===== src/timer_pkg.sv =====
package timer_pkg;

  // Register byte offsets on the four-bit word-aligned bus address.
  localparam int          ADDR_W        = 4;
  localparam logic [1:0]  IDX_EVEN_CTRL = 2'h0;
  localparam logic [1:0]  IDX_ODD_CTRL  = 2'h1;
  localparam logic [1:0]  IDX_STATUS    = 2'h2;
  localparam logic [3:0]  OFF_EVEN_CTRL = 4'h0;
  localparam logic [3:0]  OFF_ODD_CTRL  = 4'h4;
  localparam logic [3:0]  OFF_STATUS    = 4'h8;

  // Field positions inside timer_control.
  localparam int ON_BIT    = 15;
  localparam int IDLE_BIT  = 13;
  localparam int GATE_BIT  = 7;
  localparam int PS_HI     = 6;
  localparam int PS_LO     = 4;
  localparam int PAIR_BIT  = 3;
  localparam int CS_BIT    = 1;

  // Writable bits per timer; the odd timer has no pairing bit.
  localparam logic [31:0] EVEN_MASK  = 32'h0000_A0FA;
  localparam logic [31:0] ODD_MASK   = 32'h0000_A0F2;
  localparam logic [31:0] CTRL_RESET = 32'h0000_0000;

  // Status register fields.
  localparam int ST_EVEN_RUN = 0;
  localparam int ST_ODD_RUN  = 1;
  localparam int ST_PAIRED   = 2;

  localparam logic [1:0] RESP_OKAY   = 2'h0;
  localparam logic [1:0] RESP_SLVERR = 2'h2;

  typedef enum logic [1:0] {
    BUS_IDLE = 2'b01,
    BUS_RESP = 2'b10
  } bus_state_t;

  // Terminal count of the prescaler for each ratio select code.
  function automatic logic [7:0] ratio_limit(input logic [2:0] sel);
    case (sel)
      3'h0:    ratio_limit = 8'h00;
      3'h1:    ratio_limit = 8'h01;
      3'h2:    ratio_limit = 8'h03;
      3'h3:    ratio_limit = 8'h07;
      3'h4:    ratio_limit = 8'h0F;
      3'h5:    ratio_limit = 8'h1F;
      3'h6:    ratio_limit = 8'h3F;
      default: ratio_limit = 8'hFF;
    endcase
  endfunction

  // Maps a byte address to a register index; 3 means unmapped.
  function automatic logic [1:0] reg_index(input logic [ADDR_W-1:0] addr);
    reg_index = addr[3:2];
  endfunction

endpackage


===== src/prescale_if.sv =====
`timescale 1ns/1ns
interface prescale_if;
  logic       run;
  logic       source;
  logic [2:0] sel;
  logic       tick;
  modport ctrl (output run, output source, output sel, input tick);
  modport counter (input run, input source, input sel, output tick);
endinterface


===== src/prescale_counter.sv =====
`timescale 1ns/1ns
module prescale_counter #(
  parameter int CNT_W = 8
) (
  input  wire logic             aclk,
  input  wire logic             aresetn,
  prescale_if.counter           port
);
  import timer_pkg::*;

  logic [CNT_W-1:0] cnt;
  logic [CNT_W-1:0] next_cnt;
  logic             tick_q;
  logic             next_tick;
  logic [CNT_W-1:0] limit;

  // The largest ratio needs eight bits of count.
  generate
    if (CNT_W < 8)
    begin : g_bad_width
      $error("prescale_counter needs CNT_W of at least 8");
    end
  endgenerate

  assign limit    = CNT_W'(ratio_limit(port.sel));
  assign port.tick = tick_q;

  // Count source pulses and emit one tick per full ratio; a stopped timer
  // restarts from zero so a ratio set while stopped never sees a stale partial count.
  always_comb
  begin
    next_cnt  = cnt;
    next_tick = 1'b0;
    if (!port.run)
      next_cnt = '0;
    else if (port.source)
    begin
      if (cnt == limit)
      begin
        next_cnt  = '0;
        next_tick = 1'b1;
      end
      else
        next_cnt = cnt + CNT_W'(1);
    end
  end

  always_ff @(posedge aclk)
  begin
    if (!aresetn)
    begin
      cnt    <= '0;
      tick_q <= 1'b0;
    end
    else
    begin
      cnt    <= next_cnt;
      tick_q <= next_tick;
    end
  end

  ratio_exact_a: assert property (@(posedge aclk) disable iff (!aresetn)
    port.tick |-> ($past(cnt) == CNT_W'(ratio_limit($past(port.sel))) && $past(port.run) && $past(port.source)))
    else $error("Tick without a full prescale count.");

endmodule // prescale_counter


===== src/type_b_timer_control.sv =====
`timescale 1ns/1ns
// Behaviour
// - Enable bit fifteen runs the timer when set, stops it when clear; resets clear.
// - With idle-stop bit thirteen set, the timer halts during Idle mode.
// - With external clock selected, gating bit is ignored and reads back zero.
// - With internal clock, gating bit selects gated accumulation, clear gives timing.
// - Prescale bits six to four divide input by 1,2,4,8,16,32,64,256.
// - Only the even timer has the 32-bit pairing bit.
// - When paired, odd timer settings do nothing except its idle-stop bit, which also halts the pair in Idle; even timer controls both.
// - Bits 31-16, 14, 12-8, 2 and 0 read as zero.
module type_b_timer_control (
  input  wire logic                            aclk,
  input  wire logic                            aresetn,
  input  wire logic [timer_pkg::ADDR_W-1:0]    awaddr,
  input  wire logic                            awvalid,
  output logic                                 awready,
  input  wire logic [31:0]                     wdata,
  input  wire logic [3:0]                      wstrb,
  input  wire logic                            wvalid,
  output logic                                 wready,
  output logic [1:0]                           bresp,
  output logic                                 bvalid,
  input  wire logic                            bready,
  input  wire logic [timer_pkg::ADDR_W-1:0]    araddr,
  input  wire logic                            arvalid,
  output logic                                 arready,
  output logic [31:0]                          rdata,
  output logic [1:0]                           rresp,
  output logic                                 rvalid,
  input  wire logic                            rready,
  input  wire logic                            idle_mode,
  input  wire logic [1:0]                      ext_clock,
  input  wire logic [1:0]                      gate_in,
  output logic                                 advance_even,
  output logic                                 advance_odd,
  output logic                                 pair_wide_active
);
  import timer_pkg::*;

  logic [31:0]       ctrl [2];
  logic [31:0]       next_ctrl [2];
  bus_state_t        wstate, next_wstate, rstate, next_rstate;
  logic              aw_held, next_aw_held, w_held, next_w_held;
  logic [ADDR_W-1:0] aw_addr, next_aw_addr;
  logic [31:0]       w_data, next_w_data;
  logic [3:0]        w_strb, next_w_strb;
  logic              next_awready, next_wready, next_arready;
  logic              next_bvalid, next_rvalid;
  logic [1:0]        next_bresp, next_rresp;
  logic [31:0]       next_rdata, byte_mask;
  logic [1:0]        s1, s2, s3, ext_filt, ext_edge, g1, g2, g3, gate_filt;
  logic              paired, next_paired;
  logic [1:0]        run, src, gated;
  logic [2:0]        run_q;

  prescale_if pif [2] ();

  // Pins pass three flops; a level counts once the second and third agree.
  always_ff @(posedge aclk)
  begin
    if (!aresetn)
    begin
      {s1, s2, s3, ext_filt, ext_edge} <= '0;
      {g1, g2, g3, gate_filt}          <= '0;
    end
    else
    begin
      s1 <= ext_clock;
      s2 <= s1;
      s3 <= s2;
      g1 <= gate_in;
      g2 <= g1;
      g3 <= g2;
      for (int i = 0; i < 2; i++)
      begin
        if (s2[i] == s3[i])
          ext_filt[i] <= s3[i];
        ext_edge[i] <= (s2[i] == s3[i]) && s3[i] && !ext_filt[i];
        if (g2[i] == g3[i])
          gate_filt[i] <= g3[i];
      end
    end
  end

  // Effective settings; in paired mode the even timer owns every setting,
  // except that either idle-stop bit halts the pair in Idle mode.
  assign paired = ctrl[0][PAIR_BIT];
  assign run[0] = ctrl[0][ON_BIT]
                  && !(idle_mode && ctrl[0][IDLE_BIT])
                  && !(paired && idle_mode && ctrl[1][IDLE_BIT]);
  assign run[1] = !paired && ctrl[1][ON_BIT] && !(idle_mode && ctrl[1][IDLE_BIT]);

  generate
    for (genvar t = 0; t < 2; t++)
    begin : g_timer
      assign gated[t] = ctrl[t][GATE_BIT] && !ctrl[t][CS_BIT];
      // External edges or every bus clock, the latter masked by the gate.
      assign src[t] = ctrl[t][CS_BIT] ? ext_edge[t]
                    : (gated[t] ? gate_filt[t] : 1'b1);
      assign pif[t].run    = run[t];
      assign pif[t].source = src[t];
      assign pif[t].sel    = ctrl[t][PS_HI:PS_LO];
      prescale_counter #(.CNT_W(8)) u_count (
        .aclk    (aclk),
        .aresetn (aresetn),
        .port    (pif[t])
      );
    end
  endgenerate

  assign advance_even = pif[0].tick;
  assign advance_odd  = pif[1].tick;
  assign byte_mask    = {{8{w_strb[3]}}, {8{w_strb[2]}}, {8{w_strb[1]}}, {8{w_strb[0]}}};

  // Write channel: address and data are caught in either order, then the
  // register updates and the response is raised in the same edge.
  always_comb
  begin
    next_ctrl    = ctrl;
    next_wstate  = wstate;
    next_aw_held = aw_held;
    next_aw_addr = aw_addr;
    next_w_held  = w_held;
    next_w_data  = w_data;
    next_w_strb  = w_strb;
    next_bvalid  = bvalid;
    next_bresp   = bresp;
    case (wstate)
      BUS_IDLE:
      begin
        if (awvalid && awready)
        begin
          next_aw_held = 1'b1;
          next_aw_addr = awaddr;
        end
        if (wvalid && wready)
        begin
          next_w_held = 1'b1;
          next_w_data = wdata;
          next_w_strb = wstrb;
        end
        if (aw_held && w_held)
        begin
          next_aw_held = 1'b0;
          next_w_held  = 1'b0;
          next_bvalid  = 1'b1;
          next_wstate  = BUS_RESP;
          next_bresp   = RESP_OKAY;
          case (reg_index(aw_addr))
            IDX_EVEN_CTRL: next_ctrl[0] = (ctrl[0] & ~(byte_mask & EVEN_MASK))
                                          | (w_data & byte_mask & EVEN_MASK);
            IDX_ODD_CTRL:  next_ctrl[1] = (ctrl[1] & ~(byte_mask & ODD_MASK))
                                          | (w_data & byte_mask & ODD_MASK);
            IDX_STATUS:    next_bresp   = RESP_OKAY;
            default:       next_bresp   = RESP_SLVERR;
          endcase
        end
      end
      BUS_RESP:
      begin
        if (bready)
        begin
          next_bvalid = 1'b0;
          next_wstate = BUS_IDLE;
        end
      end
      default: next_wstate = BUS_IDLE;
    endcase
    next_awready = (next_wstate == BUS_IDLE) && !next_aw_held;
    next_wready  = (next_wstate == BUS_IDLE) && !next_w_held;
  end

  // Read channel: one read at a time, data sampled when the address is taken.
  always_comb
  begin
    next_rstate = rstate;
    next_rvalid = rvalid;
    next_rdata  = rdata;
    next_rresp  = rresp;
    case (rstate)
      BUS_IDLE:
      begin
        if (arvalid && arready)
        begin
          next_rvalid = 1'b1;
          next_rstate = BUS_RESP;
          next_rresp  = RESP_OKAY;
          next_rdata  = '0;
          case (reg_index(araddr))
            IDX_EVEN_CTRL: next_rdata = ctrl[0] & ~(32'(ctrl[0][CS_BIT]) << GATE_BIT);
            IDX_ODD_CTRL:  next_rdata = ctrl[1] & ~(32'(ctrl[1][CS_BIT]) << GATE_BIT);
            IDX_STATUS:    next_rdata = 32'(run_q);
            default:       next_rresp = RESP_SLVERR;
          endcase
        end
      end
      BUS_RESP:
      begin
        if (rready)
        begin
          next_rvalid = 1'b0;
          next_rstate = BUS_IDLE;
        end
      end
      default: next_rstate = BUS_IDLE;
    endcase
    next_arready = (next_rstate == BUS_IDLE);
    next_paired  = paired;
  end

  always_ff @(posedge aclk)
  begin
    if (!aresetn)
    begin
      ctrl[0]          <= CTRL_RESET;
      ctrl[1]          <= CTRL_RESET;
      wstate           <= BUS_IDLE;
      rstate           <= BUS_IDLE;
      {aw_held, w_held} <= 2'b00;
      aw_addr          <= '0;
      w_data           <= '0;
      w_strb           <= '0;
      {awready, wready, arready, bvalid, rvalid} <= '0;
      bresp            <= RESP_OKAY;
      rresp            <= RESP_OKAY;
      rdata            <= '0;
      pair_wide_active <= 1'b0;
      run_q            <= '0;
    end
    else
    begin
      ctrl             <= next_ctrl;
      wstate           <= next_wstate;
      rstate           <= next_rstate;
      aw_held          <= next_aw_held;
      w_held           <= next_w_held;
      aw_addr          <= next_aw_addr;
      w_data           <= next_w_data;
      w_strb           <= next_w_strb;
      awready          <= next_awready;
      wready           <= next_wready;
      arready          <= next_arready;
      bvalid           <= next_bvalid;
      rvalid           <= next_rvalid;
      bresp            <= next_bresp;
      rresp            <= next_rresp;
      rdata            <= next_rdata;
      pair_wide_active <= next_paired;
      run_q            <= {paired, run};
    end
  end

  disabled_quiet_a: assert property (@(posedge aclk) disable iff (!aresetn)
    !ctrl[0][ON_BIT] |=> !advance_even)
    else $error("Even timer advanced while disabled.");

  idle_halt_a: assert property (@(posedge aclk) disable iff (!aresetn)
    (idle_mode && ctrl[1][IDLE_BIT] && !paired) |=> !advance_odd)
    else $error("Odd timer advanced in Idle with idle-stop set.");

  gate_reads_zero_a: assert property (@(posedge aclk) disable iff (!aresetn)
    (arvalid && arready && reg_index(araddr) == IDX_EVEN_CTRL && ctrl[0][CS_BIT]) |=> !rdata[GATE_BIT])
    else $error("Gating bit read as one with external clock.");

  gate_closed_a: assert property (@(posedge aclk) disable iff (!aresetn)
    (ctrl[0][GATE_BIT] && !ctrl[0][CS_BIT] && !gate_filt[0]) |=> !advance_even)
    else $error("Gated timer advanced with gate low.");

  odd_no_pair_a: assert property (@(posedge aclk) disable iff (!aresetn)
    $rose(bvalid) |-> !ctrl[1][PAIR_BIT])
    else $error("Odd timer holds a pairing bit.");

  paired_odd_quiet_a: assert property (@(posedge aclk) disable iff (!aresetn)
    paired [*2] |-> !advance_odd)
    else $error("Odd timer advanced while paired.");

  reserved_zero_a: assert property (@(posedge aclk) disable iff (!aresetn)
    (arvalid && arready && reg_index(araddr) != IDX_STATUS)
      |=> (rdata[31:16] == 16'h0000 && !rdata[14] && rdata[12:8] == 5'h00 && !rdata[2] && !rdata[0]))
    else $error("Unimplemented bits read as nonzero.");

  ext_source_a: assert property (@(posedge aclk) disable iff (!aresetn)
    (ctrl[0][CS_BIT] && !ext_edge[0]) |=> !advance_even)
    else $error("External-clock timer advanced without an edge.");

  bus_answer_a: assert property (@(posedge aclk) disable iff (!aresetn)
    (arvalid && arready) |=> rvalid)
    else $error("Read not answered in one cycle.");

endmodule // type_b_timer_control


===== config.mk =====
export PLATFORM = sky130hd
export DESIGN_NAME = type_b_timer_control
export DESIGN_NICKNAME = d
export VERILOG_FILES = /design/src/timer_pkg.sv /design/src/prescale_if.sv /design/src/prescale_counter.sv /design/src/type_b_timer_control.sv
export SDC_FILE = /design/constraint.sdc
export NUM_CORES = 1
export LEC_CHECK = 0
export ABC_AREA = 1
export BUFFER_PORTS_ARGS = -buffer_cell sky130_fd_sc_hd__buf_2
export CAP_MARGIN = 20
export CORE_MARGIN = 2
export CORE_UTILIZATION = 24
export DETAILED_ROUTE_END_ITERATION = 8
export SYNTH_ARGS = -nofsm -noshare
export SYNTH_HDL_FRONTEND = slang
export SYNTH_HIERARCHICAL = 1
export SYNTH_SLANG_ARGS = --single-unit

===== constraint.sdc =====
create_clock -name aclk -period 3.2 [get_ports aclk]
set_input_delay 0.48 -clock aclk [delete_from_list [all_inputs] [get_ports aclk]]
set_output_delay 0.48 -clock aclk [all_outputs]
set_load 0.1 [all_outputs]

==> metrics.cfg <==
[status]
status=completed

[power]
pwr-share-clk_pct=31.5
p_leak_uw=0.00235
combPwrFrac_pct=29.9
power_frac_seq_pct=38.6
power_density_nw_per_um2=681
irDropWorstVdd_mv=0.481
power.switching_uw=1380
power.share.switching_pct=40.3
internal-power_uw=2050

[flow_run]
max_cap_viol_count=0

[cts]
cts_max_level=3
cts_buffers=9
clkTransAtPathRegs_ns=0.07
cts_resized=0
cts_tree=yes
clockRootBuffer=clkbuf_16
cts_setup_buffers=0
clock_latency_ns=0.34
cts_sinks=89
cts_max_path_buffers=2
cts.hold.buffers_added=0

[synth]
synth_top_area_cell=dfxtp_1
synth_top_cell_area_share_pct=40.5
syn_inst=612
postSynth.asyncResetShare_pct=0
ys_seq_elements=89
synth_edf_count=0
synth_cell_types=30
ys.warnings.count=6
synthesis.area_um2=4400
synth.area.top_cells=dfxtp_1 41%, nand2_1 13%, inv_1 8.3%, buf_4 4.1%, nand3_1 3.9%
synthFlopType=dfxtp_1
syn_area_per_cell_um2=7.18
ys_seq_area_share_pct=40.5

[sta]
finClkSkew_ns=0.00834
period_minus_slack_ns=1.80
worst_pin_slew_ns=0.758
setup_tns_ns=0
finalSetupViolCount=0
maxSlewHeadroom_pct=49.3
period_share_pct=56.1
drv_slew=0
fmax_mhz=557
final-hold-violation-count=0
rsz0062_at_grt=false

[placed_design]
io_buffers=45
place_congestion=0.797
dp_hpwl_mm=6.90
dp.cells=871

[hold_path]
whs_path_depth=3
min_from=gate_in[1]
hp-class=input pin to flop
min_to=g1[1]

[cells_and_area]
nets=719
layout_commonest_cell=nand2_1
utilization_pct=28.1
drive_above_1_share_pct=15.5
syn_to_final_growth_pct=14.7
instances_no_fill=888
layout_common_cells=152 x nand2_1, 97 x inv_1, 89 x dfxtp_1, 45 x buf_2, 41 x nor2_1

[global_routing]
grt_util_all_layers_pct=9.89
grt_max_degree=37
first_global_vias=3267
antenna_found_initial=1
gr-total-overflow=0
grt_pass1_wl_mm=15.6

[routing]
wire_per_inst_um=10.7
firstDrtPassIters=4
first_iter_violations=227
vias=3598
ant_nets=0
drt-total-wl_mm=9.47
avgViaCountPerCell=4.05
route.detailed.drc=0

[die]
initial_core_util_pct=24.5
die_h_um=139
die_w_um=139
ios=100
row_count=49
design.core.area_um2=18000
dieArea_um2=19400

[worst_setup_path]
path_class=flop to flop
worst_ep_required_time_ns=3.41
r2r_cells=5
cp-end-kind=flop
r2r-start=wstate[1]
rr_endpoint=w_strb[1]
start_kind=flop
rrSetupSlack_ns=1.40
cp_max_fo=21
cp_data_arrival_time_ns=2.00

==> routing by layer <==
layer	wire, um	track usage [%]	up-vias
met5	0	0	-
met1	4360	11.9	1596
met4	56	2.71	0
met2	4660	16.9	51
met3	403	3.27	4
li1	-	-	1947
==> how the worst max path moves through the flow <==
stage                          from        end  slack, ns  cells past startpoint
after global placement      aresetn   run_q[0]       1.23                      3
final                     wstate[1]  w_strb[1]       1.40                      5
after detailed placement    aresetn   run_q[0]       1.23                      3
after floorplan             arready   rdata[0]       1.32                      5
after global routing      wstate[1]  w_strb[1]       1.09                      5
after CTS                 wstate[1]  w_strb[1]       1.40                      5
==> synth_stat cells (10+ instances only) <==
master	count
a21oi_1	32
nor2_1	41
xor2_1	10
nand2_1	152
dfxtp_1	89
nand3_1	34
buf_4	24
nand4_1	19
inv_1	97
nor2_2	20
ha_1	10
o21ai_0	34
==> critical path, cell delays in order (launching register included) <==
cell     delay, ns
dfxtp_1       0.34
inv_1         0.10
ha_1          0.24
nand3_1       0.50
o21ai_0       0.42
a21oi_1       0.06
==> per-stage QoR <==
stage / worst slack, ns / area (um^2) / total power (uW) / hold slack, ns
detailed placement: 1.23 / 4730 / 2380 / 0.398
CTS: 1.40 / 5040 / 3470 / 0.299
finish: 1.40 / 5040 / 3430 / 0.312
floorplan: 1.32 / 4480 / 2240 / 0.390
global route: 1.09 / 5040 / 3610 / 0.305
global placement: 1.23 / 4730 / 2370 / 0.395
==> power by group through the flow <==
stage          Sequential, uW  Clock [uW]  Combinational (uW)
2_1_floorplan            1720           0                 514
3_3_place_gp             1350           0                1030
3_5_place_dp             1350           0                1030
4_1_cts                  1320        1110                1030
5_1_grt                  1340        1150                1110
6_report                 1320        1080                1030
==> final cells by class <==
cell class	count	area, um^2
clock buffer	11	243
timing repair buffer	46	233
tap	229	287
sequential	89	1780
multi-input combinational	405	2050
inverter	102	383
fill	1998	12900
antenna	1	2.50
clock inverter	5	62.6
==> cells by family (layout without fill, tap and decap cells) <==
| kind of cell | Yosys count | after routing | synth area share (%) |
|---|---|---|---|
| compound gates | 70 | 70 | 8.26 |
| flops | 89 | 89 | 40.5 |
| simple gates | 289 | 289 | 31.1 |
| fa+ha+maj | 10 | 10 | 2.85 |
| other cells | 1 | 25 | 0.0853 |
| buf+inv | 141 | 164 | 14.8 |
| xor+xnor | 12 | 12 | 2.39 |
Note: power is estimated with default switching activity, not from simulation.
